$ cat src/shared/lgtc_consts.vh
// register map, field positions, reset values and timing counts for the
// line interface configuration bank.
// assumes a 25 MHz pclk and 32-bit apb data, one register per word.
`ifndef LGTC_CONSTS_VH
`define LGTC_CONSTS_VH

// =====================================================================
// register indices (byte address is four times the index)
// =====================================================================
`define LGTC_IDX_SOFT_RESET 6'h01
`define LGTC_IDX_GLOBAL_CONFIG 6'h02
`define LGTC_IDX_LINE_IMPEDANCE 6'h03
`define LGTC_IDX_JITTER_CONFIG 6'h04
`define LGTC_IDX_TX_CONFIG_ZERO 6'h05

// =====================================================================
// reset values and writable-bit masks
// =====================================================================
`define LGTC_RST_GLOBAL_CONFIG 8'h00
`define LGTC_RST_LINE_IMPEDANCE 8'h00
`define LGTC_RST_JITTER_CONFIG 8'h20
`define LGTC_RST_TX_CONFIG_ZERO 8'h00
`define LGTC_MASK_GLOBAL_CONFIG 8'h07
`define LGTC_MASK_LINE_IMPEDANCE 8'h3F
`define LGTC_MASK_JITTER_CONFIG 8'h3F
`define LGTC_MASK_TX_CONFIG_ZERO 8'h1F

// =====================================================================
// field positions
// =====================================================================
`define LGTC_GC_LINE_STD 2
`define LGTC_GC_INT_HI 1
`define LGTC_GC_INT_LO 0
`define LGTC_LI_TX_HI 5
`define LGTC_LI_TX_LO 3
`define LGTC_LI_RX_HI 2
`define LGTC_LI_RX_LO 0
`define LGTC_JC_LIMIT 5
`define LGTC_JC_PLACE_HI 4
`define LGTC_JC_PLACE_LO 3
`define LGTC_JC_DEPTH_HI 2
`define LGTC_JC_DEPTH_LO 1
`define LGTC_JC_BW 0
`define LGTC_TC_POWER_DOWN 4
`define LGTC_TC_DATA_POL 3
`define LGTC_TC_CLK_EDGE 2
`define LGTC_TC_MODE_HI 1
`define LGTC_TC_MODE_LO 0

// =====================================================================
// encoder modes presented to the line side
// =====================================================================
`define LGTC_ENC_ZERO_SUB 2'h0
`define LGTC_ENC_AMI 2'h1
`define LGTC_ENC_BYPASS 2'h2

// =====================================================================
// timing
// =====================================================================
`define LGTC_CLK_PERIOD_NS 40
`define LGTC_SETTLE_NS 50000
`define LGTC_SETTLE_CYCLES \
  ((`LGTC_SETTLE_NS + `LGTC_CLK_PERIOD_NS - 1) / `LGTC_CLK_PERIOD_NS)

`endif

$ cat src/lgtc_regs.v
// configuration register bank of a single channel t1/e1/j1 line
// interface: global mode, impedance select, jitter attenuator set-up
// and the first transmit configuration register, plus the small
// transmit front end that those settings steer.
// assumes an apb master on pclk; transmit clock and data arrive from
// pins and are synchronised before use.
//
// Notes on behaviour
// - bit 2 of global config: 0 selects e1, 1 selects t1/j1; reset 0.
// - interrupt pin style: x0 open-drain low, 01 push-pull low, 11 high.
// - tx impedance 000-011 internal; 1xx external, only honoured in e1.
// - rx impedance 000-011 internal 75/120/100/110; 1xx external.
// - jitter placement: 00/10 off, 01 transmit path, 11 receive path.
// - jitter depth: 00 gives 128, 01 gives 64, 1x gives 32 bits.
// - jitter bandwidth bit picks the wide or narrow corner per standard.
// - power-down bit 4 set powers transmitter off, driver high impedance.
// - data polarity bit: 0 active high, 1 active low tx inputs.
// - clock edge bit: 0 samples on falling, 1 on rising tx clock edge.
// - tx mode 00: single rail data through hdb3/b8zs encoder and shaper.
// - tx mode 01: single rail data through ami encoder and shaper.
// - tx mode 1x: encoder bypassed, dual rail data taken directly.
// - soft reset restores defaults except the line standard bit.
`include "lgtc_consts.vh"

module lgtc_regs #(
  parameter ADDR_W = 8,
  parameter SETTLE_CYCLES = `LGTC_SETTLE_CYCLES
) (
  input wire pclk,
  input wire presetn,
  input wire psel,
  input wire penable,
  input wire pwrite,
  input wire [ADDR_W-1:0] paddr,
  input wire [31:0] pwdata,
  output reg [31:0] prdata,
  output reg pready,
  output reg pslverr,
  input wire int_request,
  input wire tx_line_clock,
  input wire tx_single_rail_in,
  input wire tx_positive_rail_in,
  input wire tx_negative_rail_in,
  output reg line_standard_select,
  output reg clock_settling,
  output reg int_pin_out,
  output reg int_pin_oe,
  output reg tx_term_external,
  output reg [1:0] tx_term_select,
  output reg rx_term_external,
  output reg [1:0] rx_term_select,
  output reg jitter_in_tx,
  output reg jitter_in_rx,
  output reg [7:0] jitter_depth_bits,
  output reg jitter_bandwidth,
  output reg jitter_limit_mode,
  output reg [1:0] tx_encoder_mode,
  output reg tx_pos_out,
  output reg tx_neg_out,
  output reg tx_line_oe
);

  // ===================================================================
  // functions
  // ===================================================================
  // external matching when the code's top bit is set and it is allowed
  function term_ext;
    input [2:0] code;
    input allow;
    begin
      term_ext = code[2] & allow;
    end
  endfunction

  function [5:0] addr_index;
    input [ADDR_W-1:0] a;
    begin
      addr_index = a[7:2];
    end
  endfunction

  // ===================================================================
  // registers
  // ===================================================================
  reg [7:0] global_config_q;
  reg [7:0] line_impedance_select_q;
  reg [7:0] jitter_atten_config_q;
  reg [7:0] transmit_config_zero_q;
  reg [12:0] settle_cnt_q;
  reg [7:0] rd_data_d;
  reg rd_err_d;

  wire [5:0] idx = addr_index(paddr);
  wire access = psel & penable;
  wire wr_done = access & pready & pwrite;
  wire wr_gc = wr_done & (idx == `LGTC_IDX_GLOBAL_CONFIG);
  wire wr_li = wr_done & (idx == `LGTC_IDX_LINE_IMPEDANCE);
  wire wr_jc = wr_done & (idx == `LGTC_IDX_JITTER_CONFIG);
  wire wr_tc = wr_done & (idx == `LGTC_IDX_TX_CONFIG_ZERO);
  wire soft_rst = wr_done & (idx == `LGTC_IDX_SOFT_RESET);

  wire std_t1 = global_config_q[`LGTC_GC_LINE_STD];
  wire [7:0] gc_wr = pwdata[7:0] & `LGTC_MASK_GLOBAL_CONFIG;

  // ===================================================================
  // apb slave: one wait state, answer registered
  // ===================================================================
  always @* begin
    rd_data_d = 8'h00;
    rd_err_d = 1'b0;
    case (idx)
      `LGTC_IDX_SOFT_RESET: rd_data_d = 8'h00;
      `LGTC_IDX_GLOBAL_CONFIG: rd_data_d = global_config_q;
      `LGTC_IDX_LINE_IMPEDANCE: rd_data_d = line_impedance_select_q;
      `LGTC_IDX_JITTER_CONFIG: rd_data_d = jitter_atten_config_q;
      `LGTC_IDX_TX_CONFIG_ZERO: rd_data_d = transmit_config_zero_q;
      default: rd_err_d = 1'b1;
    endcase
  end

  always @(posedge pclk or negedge presetn) begin
    if (!presetn) begin
      pready <= 1'b0;
      prdata <= 32'h0000_0000;
      pslverr <= 1'b0;
    end else begin
      pready <= access & ~pready;
      if (access & ~pready) begin
        prdata <= pwrite ? 32'h0000_0000 : {24'h00_0000, rd_data_d};
        pslverr <= rd_err_d;
      end else begin
        pslverr <= 1'b0;
      end
    end
  end

  // ===================================================================
  // configuration registers
  // ===================================================================
  // reserved bits are masked on write so they stay zero on read
  always @(posedge pclk or negedge presetn) begin
    if (!presetn) begin
      global_config_q <= `LGTC_RST_GLOBAL_CONFIG;
      line_impedance_select_q <= `LGTC_RST_LINE_IMPEDANCE;
      jitter_atten_config_q <= `LGTC_RST_JITTER_CONFIG;
      transmit_config_zero_q <= `LGTC_RST_TX_CONFIG_ZERO;
    end else if (soft_rst) begin
      // the line standard survives a soft reset
      global_config_q <= (`LGTC_RST_GLOBAL_CONFIG &
        ~(8'h01 << `LGTC_GC_LINE_STD)) |
        (global_config_q & (8'h01 << `LGTC_GC_LINE_STD));
      line_impedance_select_q <= `LGTC_RST_LINE_IMPEDANCE;
      jitter_atten_config_q <= `LGTC_RST_JITTER_CONFIG;
      transmit_config_zero_q <= `LGTC_RST_TX_CONFIG_ZERO;
    end else begin
      if (wr_gc)
        global_config_q <= gc_wr;
      if (wr_li)
        line_impedance_select_q <= pwdata[7:0] &
          `LGTC_MASK_LINE_IMPEDANCE;
      if (wr_jc)
        jitter_atten_config_q <= pwdata[7:0] &
          `LGTC_MASK_JITTER_CONFIG;
      if (wr_tc)
        transmit_config_zero_q <= pwdata[7:0] &
          `LGTC_MASK_TX_CONFIG_ZERO;
    end
  end

  // ===================================================================
  // line standard settle window
  // ===================================================================
  // flag only: the bus still answers, pacing is the host's duty
  always @(posedge pclk or negedge presetn) begin
    if (!presetn) begin
      settle_cnt_q <= 13'h0000;
      clock_settling <= 1'b0;
    end else if (wr_gc &&
                 gc_wr[`LGTC_GC_LINE_STD] != std_t1) begin
      settle_cnt_q <= SETTLE_CYCLES[12:0];
      clock_settling <= 1'b1;
    end else if (settle_cnt_q != 13'h0000) begin
      settle_cnt_q <= settle_cnt_q - 13'h0001;
      clock_settling <= (settle_cnt_q != 13'h0001);
    end else begin
      clock_settling <= 1'b0;
    end
  end

  // ===================================================================
  // decoded configuration outputs
  // ===================================================================
  wire [1:0] int_style = global_config_q[`LGTC_GC_INT_HI:`LGTC_GC_INT_LO];
  wire [2:0] tx_term =
    line_impedance_select_q[`LGTC_LI_TX_HI:`LGTC_LI_TX_LO];
  wire [2:0] rx_term =
    line_impedance_select_q[`LGTC_LI_RX_HI:`LGTC_LI_RX_LO];
  wire [1:0] ja_place =
    jitter_atten_config_q[`LGTC_JC_PLACE_HI:`LGTC_JC_PLACE_LO];
  wire [1:0] ja_depth =
    jitter_atten_config_q[`LGTC_JC_DEPTH_HI:`LGTC_JC_DEPTH_LO];
  wire [1:0] tx_mode =
    transmit_config_zero_q[`LGTC_TC_MODE_HI:`LGTC_TC_MODE_LO];
  wire tx_power_down = transmit_config_zero_q[`LGTC_TC_POWER_DOWN];
  wire tx_invert = transmit_config_zero_q[`LGTC_TC_DATA_POL];
  wire tx_rise = transmit_config_zero_q[`LGTC_TC_CLK_EDGE];

  always @(posedge pclk or negedge presetn) begin
    if (!presetn) begin
      line_standard_select <= 1'b0;
      int_pin_out <= 1'b0;
      int_pin_oe <= 1'b0;
      tx_term_external <= 1'b0;
      tx_term_select <= 2'h0;
      rx_term_external <= 1'b0;
      rx_term_select <= 2'h0;
      jitter_in_tx <= 1'b0;
      jitter_in_rx <= 1'b0;
      jitter_depth_bits <= 8'h80;
      jitter_bandwidth <= 1'b0;
      jitter_limit_mode <= 1'b1;
      tx_encoder_mode <= `LGTC_ENC_ZERO_SUB;
    end else begin
      line_standard_select <= std_t1;
      // open drain pulls low only; push-pull always drives
      if (!int_style[0]) begin
        int_pin_out <= 1'b0;
        int_pin_oe <= int_request;
      end else begin
        int_pin_out <= int_style[1] ? int_request : ~int_request;
        int_pin_oe <= 1'b1;
      end
      // t1/j1 never uses external transmit resistors
      tx_term_external <= term_ext(tx_term, ~std_t1);
      tx_term_select <= tx_term[1:0];
      rx_term_external <= term_ext(rx_term, 1'b1);
      rx_term_select <= rx_term[1:0];
      jitter_in_tx <= (ja_place == 2'h1);
      jitter_in_rx <= (ja_place == 2'h3);
      case (ja_depth)
        2'h0: jitter_depth_bits <= 8'h80;
        2'h1: jitter_depth_bits <= 8'h40;
        default: jitter_depth_bits <= 8'h20;
      endcase
      // the analog loop reads the corner with the line standard
      jitter_bandwidth <= jitter_atten_config_q[`LGTC_JC_BW];
      jitter_limit_mode <= jitter_atten_config_q[`LGTC_JC_LIMIT];
      case (tx_mode)
        2'h0: tx_encoder_mode <= `LGTC_ENC_ZERO_SUB;
        2'h1: tx_encoder_mode <= `LGTC_ENC_AMI;
        default: tx_encoder_mode <= `LGTC_ENC_BYPASS;
      endcase
    end
  end

  // ===================================================================
  // transmit front end
  // ===================================================================
  // two-flop synchronisers; the first stage feeds only the second
  reg [3:0] sync1_q;
  reg [3:0] sync2_q;
  reg clk_prev_q;
  reg ami_sign_q;
  reg [3:0] zero_run_q;

  wire tx_line_clock_s = sync2_q[0];
  wire d_single = sync2_q[1] ^ tx_invert;
  wire d_pos = sync2_q[2] ^ tx_invert;
  wire d_neg = sync2_q[3] ^ tx_invert;
  wire edge_rise = tx_line_clock_s & ~clk_prev_q;
  wire edge_fall = ~tx_line_clock_s & clk_prev_q;
  wire sample = tx_rise ? edge_rise : edge_fall;
  // e1 substitutes after four zeros, t1 after eight
  wire [3:0] zero_limit = std_t1 ? 4'h8 : 4'h4;

  always @(posedge pclk or negedge presetn) begin
    if (!presetn) begin
      sync1_q <= 4'h0;
      sync2_q <= 4'h0;
      clk_prev_q <= 1'b0;
    end else begin
      sync1_q <= {tx_negative_rail_in, tx_positive_rail_in,
                  tx_single_rail_in, tx_line_clock};
      sync2_q <= sync1_q;
      clk_prev_q <= tx_line_clock_s;
    end
  end

  // substitution is simplified to a violation pulse at the zero run
  // limit; the shaper downstream forms the full code pattern
  always @(posedge pclk or negedge presetn) begin
    if (!presetn) begin
      tx_pos_out <= 1'b0;
      tx_neg_out <= 1'b0;
      tx_line_oe <= 1'b1;
      ami_sign_q <= 1'b0;
      zero_run_q <= 4'h0;
    end else if (soft_rst || tx_power_down) begin
      tx_pos_out <= 1'b0;
      tx_neg_out <= 1'b0;
      tx_line_oe <= ~tx_power_down;
      ami_sign_q <= 1'b0;
      zero_run_q <= 4'h0;
    end else begin
      tx_line_oe <= 1'b1;
      if (sample) begin
        if (tx_mode[1]) begin
          tx_pos_out <= d_pos;
          tx_neg_out <= d_neg;
        end else if (d_single) begin
          tx_pos_out <= ~ami_sign_q;
          tx_neg_out <= ami_sign_q;
          ami_sign_q <= ~ami_sign_q;
          zero_run_q <= 4'h0;
        end else if (!tx_mode[0] &&
                     zero_run_q == zero_limit - 4'h1) begin
          // violation: same polarity as the previous mark
          tx_pos_out <= ami_sign_q;
          tx_neg_out <= ~ami_sign_q;
          zero_run_q <= 4'h0;
        end else begin
          tx_pos_out <= 1'b0;
          tx_neg_out <= 1'b0;
          if (zero_run_q != 4'hF)
            zero_run_q <= zero_run_q + 4'h1;
        end
      end
    end
  end

endmodule

$ cat config.mk
export PLATFORM = sky130hd
export DESIGN_NAME = lgtc_regs
export DESIGN_NICKNAME = d
export VERILOG_FILES = /design/src/lgtc_regs.v
export VERILOG_INCLUDE_DIRS = /design/src /design/src/shared
export SDC_FILE = /design/constraint.sdc
export NUM_CORES = 1
export LEC_CHECK = 0
export BUFFER_PORTS_ARGS = -buffer_cell sky130_fd_sc_hd__buf_2
export CAP_MARGIN = 30
export CORE_MARGIN = 5
export CORE_UTILIZATION = 34
export CTS_CLUSTER_DIAMETER = 60
export DETAILED_ROUTE_END_ITERATION = 10
export SYNTH_ARGS = -nofsm -noshare
export SYNTH_HDL_FRONTEND = slang
export SYNTH_SLANG_ARGS = --single-unit
$ cat constraint.sdc
create_clock -name pclk -period 2 [get_ports pclk]
set_input_delay 0.4 -clock pclk [delete_from_list [all_inputs] [get_ports pclk]]
set_output_delay 0.4 -clock pclk [all_outputs]
set_load 0.1 [all_outputs]
Word-level counts from Yosys, hierarchy flattened
Index checks and enable logic that the tools add are counted.
{"block": "word_totals", "register_bits": 120, "romBits": 0, "n_memories": 0, "inputBits": 50, "latch_bits": 0, "output_inout_bits": 61, "ram_bits": 0, "elab_cells": 134}
{"block": "op_classes", "reduce_logical": 19, "n_eq_ne": 14, "div": 0, "n_mul": 0, "magnitude_cmp": 0, "muxes": 44, "n_addsub": 3, "shift": 0, "n_bitwise": 23}
{"operator": "8-bit 2-to-1 mux", "count": 9}
{"operator": "8-bit case mux with 4 select lines", "count": 1}
{"operator": "4-bit 2-to-1 mux", "count": 7}
{"operator": "13-bit 2-to-1 mux", "count": 2}
{"operator": "1-bit 2-to-1 mux", "count": 23}
{"operator": "8-bit case mux with 2 select lines", "count": 1}
{"operator": "2-bit nonzero test", "count": 7}
{"operator": "13-bit by 1-bit != test with 1-bit output (second input constant)", "count": 1}
{"operator": "13-bit nonzero test", "count": 1}
{"operator": "13-bit by 1-bit subtractor with 13-bit output (second input constant)", "count": 1}
{"operator": "1-bit bitwise AND", "count": 12}
{"operator": "6-bit by 2-bit == test with 1-bit output (second input constant)", "count": 2}
{"operator": "6-bit by 3-bit == test with 1-bit output (second input constant)", "count": 2}
{"operator": "1-bit inverter", "count": 8}
{"operator": "2-bit by 1-bit == test with 1-bit output (second input constant)", "count": 3}
{"operator": "6-bit by 1-bit == test with 1-bit output (second input constant)", "count": 1}
{"operator": "3-bit AND reduction", "count": 2}
{"operator": "5-bit OR reduction", "count": 1}
{"operator": "4-bit by 1-bit adder with 4-bit output (second input constant)", "count": 1}
{"operator": "4-bit == test", "count": 1}
{"operator": "2-bit zero test", "count": 2}
{"operator": "4-bit != test (second input constant)", "count": 1}
{"operator": "2-bit case mux with 2 select lines", "count": 1}
{"operator": "4-bit nonzero test", "count": 1}
{"operator": "9 further kinds", "count": 12}

Longest topological paths before layout
Gate-level depths: netlist of the first run.
{"block": "logic_depth", "depth_word": 9, "ltp_mapped": 6, "mapped_depth_nobuf": 6}

Worst setup path after synthesis of the first run
OpenSTA, ideal clock, no wires.
{"block": "synth_path", "path_type": "reg2reg", "startpoint": "reg pready", "endpoint": "reg global_config_q[2]", "t_required_ns": 1.873, "setup_ns": 0.127, "n_path_buf": 0, "synth_period_minus_slack_ns": 2.217, "t_arrival_ns": 2.089, "stages_incl_launch_ff": 4, "setup_slack_ns": -0.217, "path_cell_list": "dfrtp_1 -> nand4_1 -> nor4_4 -> mux2_1"}
{"block": "synth_between", "elab_chain_len": 5, "word_cells_on_any_way": 6, "cone_classes": "bitwise: 5; reduce/logical: 1"}
{"element": "start: declaration", "line": "lgtc_regs.v:37", "rtl": "output reg pready,"}
{"element": "start signal: assignment", "line": "lgtc_regs.v:127", "rtl": "pready <= access & ~pready;"}
{"element": "1-bit bitwise AND (*) (2 in series)", "line": "lgtc_regs.v:95", "rtl": "wire wr_done = access & pready & pwrite;"}
{"element": "1-bit bitwise AND", "line": "lgtc_regs.v:100", "rtl": "wire soft_rst = wr_done & (idx == `LGTC_IDX_SOFT_RESET);"}
{"element": "1-bit inverter (no source line)"}
{"element": "2-bit AND reduction (no source line) (*)"}
{"element": "end signal: assignment", "line": "lgtc_regs.v:143", "rtl": "global_config_q <= `LGTC_RST_GLOBAL_CONFIG;"}
{"element": "end signal: assignment", "line": "lgtc_regs.v:149", "rtl": "global_config_q <= (`LGTC_RST_GLOBAL_CONFIG &"}
{"element": "end signal: assignment", "line": "lgtc_regs.v:157", "rtl": "global_config_q <= gc_wr;"}
{"element": "end: declaration", "line": "lgtc_regs.v:85", "rtl": "reg [7:0] global_config_q;"}
Mark *: on every way between the ends. The rest lies on a longest branch, timed or not.
A chain may end at the register's enable or synchronous reset.

Worst setup path in the final report of the first run
{"block": "layout_path", "startpoint": "reg settle_cnt_q[1]", "endpoint": "reg settle_cnt_q[10]"}
{"block": "layout_between", "elab_chain_len": 3, "word_cells_on_any_way": 5, "cone_classes": "add/sub: 1; mux: 2; reduce/logical: 2"}
{"element": "start: declaration", "line": "lgtc_regs.v:89", "rtl": "reg [12:0] settle_cnt_q;"}
{"element": "start signal: assignment", "line": "lgtc_regs.v:180", "rtl": "settle_cnt_q <= SETTLE_CYCLES[12:0];"}
{"element": "start signal: assignment", "line": "lgtc_regs.v:183", "rtl": "settle_cnt_q <= settle_cnt_q - 13'h0001;"}
{"element": "13-bit by 1-bit subtractor with 13-bit output", "line": "lgtc_regs.v:183"}
{"element": "13-bit 2-to-1 mux", "line": "lgtc_regs.v:182", "rtl": "end else if (settle_cnt_q != 13'h0000) begin"}
{"element": "13-bit 2-to-1 mux", "line": "lgtc_regs.v:178", "rtl": "end else if (wr_gc &&"}
Several ways; a longest one is shown, not always the timed one. The select of a mux whose other input is x is not followed.

==> impl_results.md, run 1 <==
* HPWL after DPL at 6.18 mm
* Fin crit period at 1870 ps
* Worst skew pair latency at 350 ps
* CP Max Fanout at 4
* Vias in the first global route at 2634
* Core area at 10700 sq um
* Pre-CTS WS at 113 ps
* Post-Route Skew at approximately 8.7 ps
* CTS resizes at 0
* TritonCTS clock tree: yes
* Starting Density at 0.343
* Final Hold Viols at 0
* Post-synth top area cell: dfrtp_1
* Seq/Total Area, Yosys at 0.530
* Initial DRC Count at roughly 130
* Die area at 13000 sq um
* Max-cap viol count at 0
* Sequential cell area at between 1500 and 2000 sq um
* Initial antenna violation count at 0
* Clock sink total at 78
* Final setup violation count at 0
* Post-route setup slack at 131 ps
* Multi-input logic area at around 1500 sq um
* Drc violations at 0
* WHS at around 150 ps
* Synth top area share at 0.502
* GP Congestion at 0.808
* Largest net degree at the start of global routing at 31
* Met1 usage at 0.185
* Pleak at about 2.0 nW
* Post-Route WL at 8.08 mm
* Crit start category: flop
* Layout cells sized above 1 at 0.267
* Routed via count at 2612
* Synth Register Bits at 78
* Number of buffers created by CTS at 9
* Synth Instances at 333
* Global-route wire length before repair at 13.6 mm
* GR Util met2 at 0.199
* Yosys warning count at 0
* Ant diodes at 0
* Main synth FF type: dfrtp_1
* Commonest cells in the netlist: dfrtp_1 (74), nand2_1 (36), buf_4 (30)
* Mapped Area at 3690 sq um
* Crit Path Category: reg2reg
* RSZ-0062 raised after global routing: no
* Die Width at 114 um
* Setup repair bufs after CTS at 0
* CTS Hold Bufs at 1
* Nets at 458
* Die Ht at between 100 and 150 um
* Largest cells by area after synthesis: dfrtp_1 (50%), buf_4 (6.1%), nand2_1 (3.7%), dfstp_2 (2.8%), o21ai_0 (2.0%)
* Fin. max-slew vios at 0
* Count leader, synth: dfrtp_1
* Avg Cell Area, Syn at around 11 sq um
* Netlist cell types at 60
* Port bufs at 53
* Met3 usage at 0.0370
* Fill cells at 1127
* Max frequency at 535 MHz
* Area growth from synthesis to layout at 17.2%
* H-tree Lvls at 3
* Gr usage total at 0.133
* Detailed-route wire length per cell at 14.7 um
* PwrDens at about 890 nW/um^2
* Fraction of registers with async set/reset at 1.00
* Status: finished clean
* Req. time, crit path at roughly 2300 ps
* FP Rows at 38
* Most used routing layer in global routing: met2
* GRT overflow at 0
* First-pass DRT Iterations at 5
* Hold WC Path Type: in2reg
* VDD IR-drop max at 441 uV
* Vias/cell at 4.76
* Post-synth EDFFs at 0
* Fin crit share at 0.935
* Crit end category: flop
* Setup tns final at 0 ps
* Routed Antenna Nets at 0
* Crit path DAT at roughly 2200 ps
* CTS clk-pin slew, worst paths at 80 ps
* Top Ports at ~110
* Root buf cell: clkbuf_8
* Longest Clk Path Bufs at 2
-- per-layer routing --
| metal | vias to the layer above | share of wire |
|---|---|---|
| li1 | 1276 | - |
| met1 | 1243 | 0.48 |
| met2 | 84 | 0.45 |
| met3 | 9 | 0.057 |
| met4 | 0 | 0.016 |
| met5 | - | 0 |
-- placed cells by master (no fill, tap or decap), drive strengths merged, types with 6 or more instances in the layout --
cell type	count
conb	29
nor2	16
mux2i	7
xnor2	9
buf	70
and2	6
clkbuf	9
nand3	8
nand2	36
o21ai	21
inv	13
a21oi	6
dfrtp	74
xor2	6
or4	6
-- final timing paths --
kind,from,to,slack (ps),cells past startpoint
worst max-delay path,settle_cnt_q[1],settle_cnt_q[10],130,6
worst min-delay path,tx_negative_rail_in,sync1_q[3],150,1
worst max register to register,settle_cnt_q[1],settle_cnt_q[10],130,6
worst min register to register,sync1_q[3],sync2_q[3],350,0
max in group asynchronous,presetn,transmit_config_zero_q[0],860,3
min in group asynchronous,presetn,settle_cnt_q[5],520,2
-- layout make-up --
cell class / count / area share
Inverter: 12 / 0.0104
Clock buffer: 9 / 0.0286
Sequential cell: 78 / 0.453
Multi-Input combinational cell: 232 / 0.354
Clock inverter: 7 / 0.0168
Tap cell: 140 / 0.0405
Timing Repair Buffer: 71 / 0.0966
-- worst max-delay path, cell delays in order, from the launching register on --
cell and delay [ps]:
dfrtp_1 400, inv_1 130, ha_1 240, nor3b_1 290, o211ai_1 220, or4_1 440, nand3_1 90
-- power by group --
part	switching [W]	internal [W]	leakage, nW
Clock	0.000600	0.000578	0.0956
Sequential	0.000158	0.00170	0.944
Combinational	0.000625	0.000199	0.937
Total	0.00138	0.00248	1.98
-- logic make-up after synthesis --
| kind of cell | Yosys count | synth area share |
|---|---|---|
| simple gates | 116 | 0.189 |
| flops | 78 | 0.530 |
| compound gates | 60 | 0.123 |
| buf+inv | 51 | 0.0831 |
| xor+xnor | 15 | 0.0376 |
| mux | 8 | 0.0220 |
| fa+ha+maj | 4 | 0.0136 |
| other cells | 1 | 0.00102 |
-- registers in the layout, summed over array words and instances, names as in the netlist, 2 cells and up --
| signal | cells |
|---|---|
| settle_cnt_q | 13 |
| rx_term_select | 2 |
| line_impedance_select_q | 6 |
| tx_term_select | 2 |
| sync1_q | 4 |
| sync2_q | 4 |
| transmit_config_zero_q | 5 |
| tx_encoder_mode | 2 |
| global_config_q | 3 |
| zero_run_q | 4 |
| jitter_atten_config_q | 6 |
| prdata | 7 |
| jitter_depth_bits | 3 |
-- per-stage QoR --
| step | cells | area [sq um] | total power [W] | utilization |
|---|---|---|---|---|
| after global placement | 532 | 4120 | 0.00270 | 0.383 |
| after floorplan | 361 | 3800 | 0.00257 | - |
| after detailed placement | 532 | 4120 | 0.00272 | 0.383 |
| after global routing | 549 | 4320 | 0.00406 | 0.402 |
| after CTS | 549 | 4320 | 0.00391 | 0.402 |
| final | 549 | 4320 | 0.00386 | 0.402 |
(Power assumes the default switching activity.)
==> run 2: changes to the inputs <==
--- a/config.mk
+++ b/config.mk
@@ -13,4 +13,5 @@
 export CTS_CLUSTER_DIAMETER = 60
 export DETAILED_ROUTE_END_ITERATION = 10
+export GPL_TIMING_DRIVEN = 0
 export SYNTH_ARGS = -nofsm -noshare
 export SYNTH_HDL_FRONTEND = slang
==> constraint.sdc (replaced) <==
create_clock -name pclk -period 2 [get_ports pclk]
set_input_delay 0.4 -clock pclk [delete_from_list [all_inputs] [get_ports pclk]]
set_output_delay 0.4 -clock pclk [all_outputs]
set_load 0.01 [all_outputs]
==> run 2 against run 1 <==
Against the previous run: sequential share of layout area is 1.6 points lower; clock skew is 11 ps higher; cell area is 3.5% higher; fmax is 1.6% lower; clock-buffer cell count stayed put; register-to-register slack worse by 30 ps.
==> impl_results.md, run 2 (synthesis gave the netlist of run 1 again) <==
* Max frequency at 526 MHz (was 535 MHz)
* Flip-flop count of the largest register after layout at 13 (unchanged)
* Critical Path End: prdata[1] (was settle_cnt_q[10])
* H-tree Lvls at 3 (unchanged)
* Clock sink total at 78 (unchanged)
* Largest registers: settle_cnt_q x13, prdata x7 (unchanged)
* Crit start category: flop (unchanged)
* Post-route cell area at 4480 sq um (was 4320 sq um)
* Die Ht at 114 um (unchanged)
* Crit end category: flop (unchanged)
* Worst skew pair latency at 370 ps (was 350 ps)
* Pwr Total at 0.00354 W (was 0.00386 W)
* Largest net degree at the start of global routing at 53 (was 31)
* Crit path DAT at 2190 ps (was 2150 ps)
* Die area at 13000 sq um (unchanged)
* Post-Route WL at 8.23 mm (was 8.08 mm)
* Non-filler cells, final at 572 (was 549)
* R2r setup slk at 100 ps (was 130 ps)
* Final setup violation count at 0 (unchanged)
* Routed Antenna Nets at 0 (unchanged)
* Core area at 10700 sq um (unchanged)
* Initial antenna violation count at 0 (unchanged)
* Die Width at 114 um (unchanged)
* Status: finished clean (unchanged)
* CTS clk-pin slew, worst paths at 100 ps (was 80 ps)
* Global-route wire length before repair at 13.4 mm (was 13.6 mm)
* TritonCTS clock tree: yes (unchanged)
* Reg-to-Reg End: prdata[1] (was settle_cnt_q[10])
* Final Hold Viols at 0 (unchanged)
* Fill cells at 1080 (was 1127)
* Placed Cells incl. Taps at 555 (was 532)
* Number of buffers created by CTS at 9 (unchanged)
* Port bufs at 53 (unchanged)
* Drc violations at 0 (unchanged)
* Routed via count at 2717 (was 2612)
* Commonest non-fill, non-tap cell in the layout: dfrtp_1 (unchanged)
* Post-Route Skew at 19.2 ps (was 8.65 ps)
* FP Rows at 38 (unchanged)
* Max-cap viol count at 0 (unchanged)
* Fin crit share at 0.950 (was 0.935)
* Gr usage total at 0.131 (was 0.133)
* Setup repair bufs after CTS at 0 (unchanged)
* Longest Clk Path Bufs at 2 (unchanged)
* Vias in the first global route at 2732 (was 2634)
* GP Congestion at 0.853 (was 0.808)
* Layout cells sized above 1 at 0.289 (was 0.267)
* Ant diodes at 0 (unchanged)
* Crit Path Category: reg2reg (unchanged)
* VDD IR-drop max at 353 uV (was 441 uV)
* Root buf cell: clkbuf_8 (unchanged)
* Req. time, crit path at 2290 ps (was 2280 ps)
* Detailed-route wire length per cell at 14.4 um (was 14.7 um)
* Fin. max-slew vios at 0 (unchanged)
* Headroom to the max-slew limit at 0.531
* Vias/cell at 4.75 (was 4.76)
* Critical Path Source: pready (was settle_cnt_q[1])
* Commonest cells after routing, fill and taps aside: dfrtp_1 (74), buf_2 (54), nand2_1 (36) (was dfrtp_1 (73), buf_2 (52), nand2_1 (36))
* Pleak at 2.09 nW (was 1.98 nW)
* Biggest register: settle_cnt_q (unchanged)
* Top Ports at 111 (unchanged)
* Starting Density at 0.343 (unchanged)
* FF-to-FF Start: pready (was settle_cnt_q[1])
* Nets at 481 (was 458)
* CP Max Fanout at 10 (was 4)
* First-pass DRT Iterations at 4 (was 5)
* HPWL after DPL at 6.07 mm (was 6.18 mm)
* Area growth from synthesis to layout at 21.3% (was 17.2%)
* Post-layout util at 0.417 (was 0.402)
* RSZ-0062 raised after global routing: no (unchanged)
* DP Area at 4270 sq um (was 4120 sq um)
* Initial DRC Count at 120 (was 126)
* PwrDens at 790 nW/um^2 (was 893 nW/um^2)
* Fin crit period at 1900 ps (was 1870 ps)
* Worst Reg2Reg Path Length in Cells at 4 (was 6)
* Hold WC Path Type: in2reg (unchanged)
* GRT overflow at 0 (unchanged)
* Worst-Margin Slew at 694 ps
run 2: report_power, final:
group | switching (W) | total [W] | internal, W
Combinational | 0.000253 | 0.000480 | 0.000227
Clock | 0.000692 | 0.00119 | 0.000497
Sequential | 0.000165 | 0.00187 | 0.00170
run 2: area by class of cell:
class                   count  area, sq um  share of cell area
multi-input cells         232         1540               0.343
inverters                  12         45.0              0.0101
plain buffers              39          262              0.0584
well taps                 140          175              0.0391
flip-flops and latches     78         1960               0.437
clock inverters             7         71.3              0.0159
clock buffers               9          124              0.0277
repair buffers             55          305              0.0682
run 2: worst min path at each step:
stage | from | end | cells past startpoint
finish | tx_positive_rail_in | sync1_q[2] | 1
global route | tx_single_rail_in | sync1_q[1] | 1
CTS | tx_positive_rail_in | sync1_q[2] | 1
detailed placement | sync1_q[3] | sync2_q[3] | 0
global placement | sync1_q[0] | sync2_q[0] | 0
floorplan | presetn | ami_sign_q | 0
run 2: worst max-delay path, stage by stage, from the launching register on:
cell,delay (ps)
dfrtp_1,420
nand3b_1,390
nor4bb_1,720
a32oi_1,190
o21ai_1,110
run 2: per-stage QoR:
| step | setup slack (ps) | hold WS, ps | TNS [ps] |
|---|---|---|---|
| detailed placement | 7.40 | 336 | 0 |
| global route | 17.2 | 102 | 0 |
| global placement | -33.5 | 333 | -1990 |
| finish | 100 | 130 | 0 |
| CTS | 60.7 | 121 | 0 |
| floorplan | 294 | 104 | 0 |
run 2: per-layer routing:
layer	share of wire	up-vias	global-route usage	wire length [um]
li1	-	1320	-	-
met1	0.46	1292	0.178	3780
met2	0.46	94	0.200	3770
met3	0.066	11	0.0439	547
met4	0.015	0	0.0404	126
met5	0	-	0	0
run 2: repair_timing:
action / 4_1_cts / 5_1_grt
hold buffers: 1 / 0
resized for setup: 0 / 1
hold endpoints to repair: 24 / 0
setup endpoints to repair: 0 / 1
==> run 3: changes to the inputs <==
Settings changed: CELL_PAD_IN_SITES_DETAIL_PLACEMENT set to 1, CELL_PAD_IN_SITES_GLOBAL_PLACEMENT set to 2, CORE_UTILIZATION 34 to 32, PLACE_DENSITY_LB_ADDON set to 0.1.
==> run 3 against run 2 <==
Against the previous run: first-iteration DRC count is 29% higher; sequential share of layout area shrank 1.4 points; via count up 0.63%; sequential power hardly changed; register-to-register slack improved by 30 ps; largest cell class unchanged; largest power group unchanged.
==> impl_results.md, run 3 (synthesis gave the netlist of run 1 again) <==
* Commonest cells after routing, fill and taps aside: dfrtp_1 (74), buf_2 (54), nand2_1 (36) (unchanged)
* Max frequency at 534 MHz (was 526 MHz)
* Largest registers: settle_cnt_q x13, prdata x7 (unchanged)
* Crit Path Category: reg2reg (unchanged)
* TritonCTS clock tree: yes (unchanged)
* Largest net degree at the start of global routing at 56 (was 53)
* Crit path DAT at 2090 ps (was 2190 ps)
* VDD IR-drop max at 354 uV (was 353 uV)
* Status: finished clean (unchanged)
* Die Width at 117 um (was 114 um)
* Most used routing layer in global routing: met2 (unchanged)
* Setup tns final at 0 ps (unchanged)
* Placed Cells incl. Taps at 558 (was 555)
* Commonest non-fill, non-tap cell in the layout: dfrtp_1 (unchanged)
* Die Ht at 117 um (was 114 um)
* Starting Density at 0.325 (was 0.343)
* Crit start category: flop (unchanged)
* DP Area at 4270 sq um (about the same)
* Nets at 481 (unchanged)
* Max-cap viol count at 0 (unchanged)
* Core area at 11400 sq um (was 10700 sq um)
* Vias/cell at 4.75 (about the same)
* RSZ-0062 raised after global routing: yes (was no)
* Initial antenna violation count at 0 (unchanged)
* Top Ports at 111 (unchanged)
* GP Congestion at 0.761 (was 0.853)
* Pleak at 2.15 nW (was 2.09 nW)
* Number of buffers created by CTS at 9 (unchanged)
* Final Hold Viols at 0 (unchanged)
* Final setup violation count at 0 (unchanged)
* Req. time, crit path at 2220 ps (was 2290 ps)
* Post-Route Skew at 5.18 ps (was 19.2 ps)
* FP Rows at 39 (was 38)
* PwrDens at 898 nW/um^2 (was 790 nW/um^2)
* Non-filler cells, final at 575 (was 572)
* Worst skew pair latency at 340 ps (was 370 ps)
* GRT overflow at 0 (unchanged)
* CTS clk-pin slew, worst paths at 60 ps (was 100 ps)
* Post-Route WL at 9.36 mm (was 8.23 mm)
* Met3 usage at 0.0404 (was 0.0439)
* Drc violations at 0 (unchanged)
* Detailed-route wire length per cell at 16.3 um (was 14.4 um)
* Worst-Margin Slew at 509 ps (was 694 ps)
* Routed Antenna Nets at 0 (unchanged)
* Met1 usage at 0.191 (was 0.178)
* Crit end category: flop (unchanged)
* Hold WC Path Type: in2reg (unchanged)
* Headroom to the max-slew limit at 0.659 (was 0.531)
* Post-route cell area at 4630 sq um (was 4480 sq um)
* First-pass DRT Iterations at 4 (unchanged)
* Ant diodes at 0 (unchanged)
* Area growth from synthesis to layout at 25.4% (was 21.3%)
* Port bufs at 53 (unchanged)
* Biggest register: settle_cnt_q (unchanged)
* Layout cells sized above 1 at 0.294 (was 0.289)
* Initial DRC Count at 155 (was 120)
* GR Util met2 at 0.206 (was 0.200)
* H-tree Lvls at 3 (unchanged)
* Global-route wire length before repair at 15.4 mm (was 13.4 mm)
* Fin crit share at 0.937 (was 0.950)
* Flip-flop count of the largest register after layout at 13 (unchanged)
* Die area at 13800 sq um (was 13000 sq um)
* Gr usage total at 0.139 (was 0.131)
* Clock sink total at 78 (unchanged)
* Pre-CTS WS at -65.4 ps (was 7.40 ps)
* HPWL after DPL at 7.04 mm (was 6.07 mm)
* Routed via count at 2734 (was 2717)
* Vias in the first global route at 2922 (was 2732)
* Post-route setup slack at 126 ps (was 100 ps)
* Longest Clk Path Bufs at 2 (unchanged)
* Fin crit period at 1870 ps (was 1900 ps)
* Fin. max-slew vios at 0 (unchanged)
* Root buf cell: clkbuf_16 (was clkbuf_8)
* CP Max Fanout at 7 (was 10)
[run 3: cell count changes in the layout (fill, tap and decap cells not counted), moves of 2 or more]
cell        previous run  this run
bufinv_16              0         2
clkbuf_16              0         9
clkbuf_8               9         1
clkinv_2               0         2
clkinvlp_4             0         2
inv_6                  2         0
inv_8                  4         0
[run 3: metrics by stage]
stage               power, W   util  hold slack (ps)
floorplan            0.00220      -              104
global placement     0.00236  0.373              335
detailed placement   0.00239  0.375              336
CTS                  0.00421  0.406              150
global route         0.00438  0.407              150
finish               0.00415  0.407              167
[run 3: worst paths after layout]
kind	cells after the start	endpoint	start	slack, ps
max	5	zero_run_q[2]	pready	130
min	1	sync1_q[1]	tx_single_rail_in	170
max reg2reg	5	zero_run_q[2]	pready	130
min reg2reg	0	sync2_q[2]	sync1_q[2]	350
max in group asynchronous	3	tx_line_oe	presetn	870
min in group asynchronous	2	settle_cnt_q[2]	presetn	500
[run 3: where the power goes]
| part | switching, W | internal [W] |
|---|---|---|
| sequential | 0.000180 | 0.00171 |
| clock | 0.000652 | 0.00112 |
| combinational | 0.000262 | 0.000232 |
[run 3: timing repair]
action                                  4_1_cts  5_1_grt
hold endpoints to repair                     21        0
hold buffers                                  1        0
cloned                                        0        0
endpoints found under the setup margin        3        3
pin swaps                                     0        0
buffers inserted                              0        0
resized for setup                             2        3
[run 3: area by class of cell]
cell class / count / area, sq um
Fill cell: 1298 / 6740
Sequential cell: 78 / 1960
Multi-Input combinational cell: 232 / 1560
Timing Repair Buffer: 55 / 305
Buffer: 39 / 262
Clock buffer: 10 / 239
Tap cell: 143 / 179
Clock inverter: 6 / 85.1
Inverter: 12 / 45.0
[run 3: routing by layer]
layer | part of all wire | vias up
met2 | 0.45 | 73
met4 | 0.020 | 0
met3 | 0.049 | 11
met1 | 0.48 | 1333
li1 | - | 1317
met5 | 0 | -
[run 3: worst max-delay path, cell delays in order, from the launching register on]
cell      delay [ps]
dfrtp_1          390
and4_1           190
clkbuf_1         270
a31oi_1          270
and3_1           300
a221o_1          330
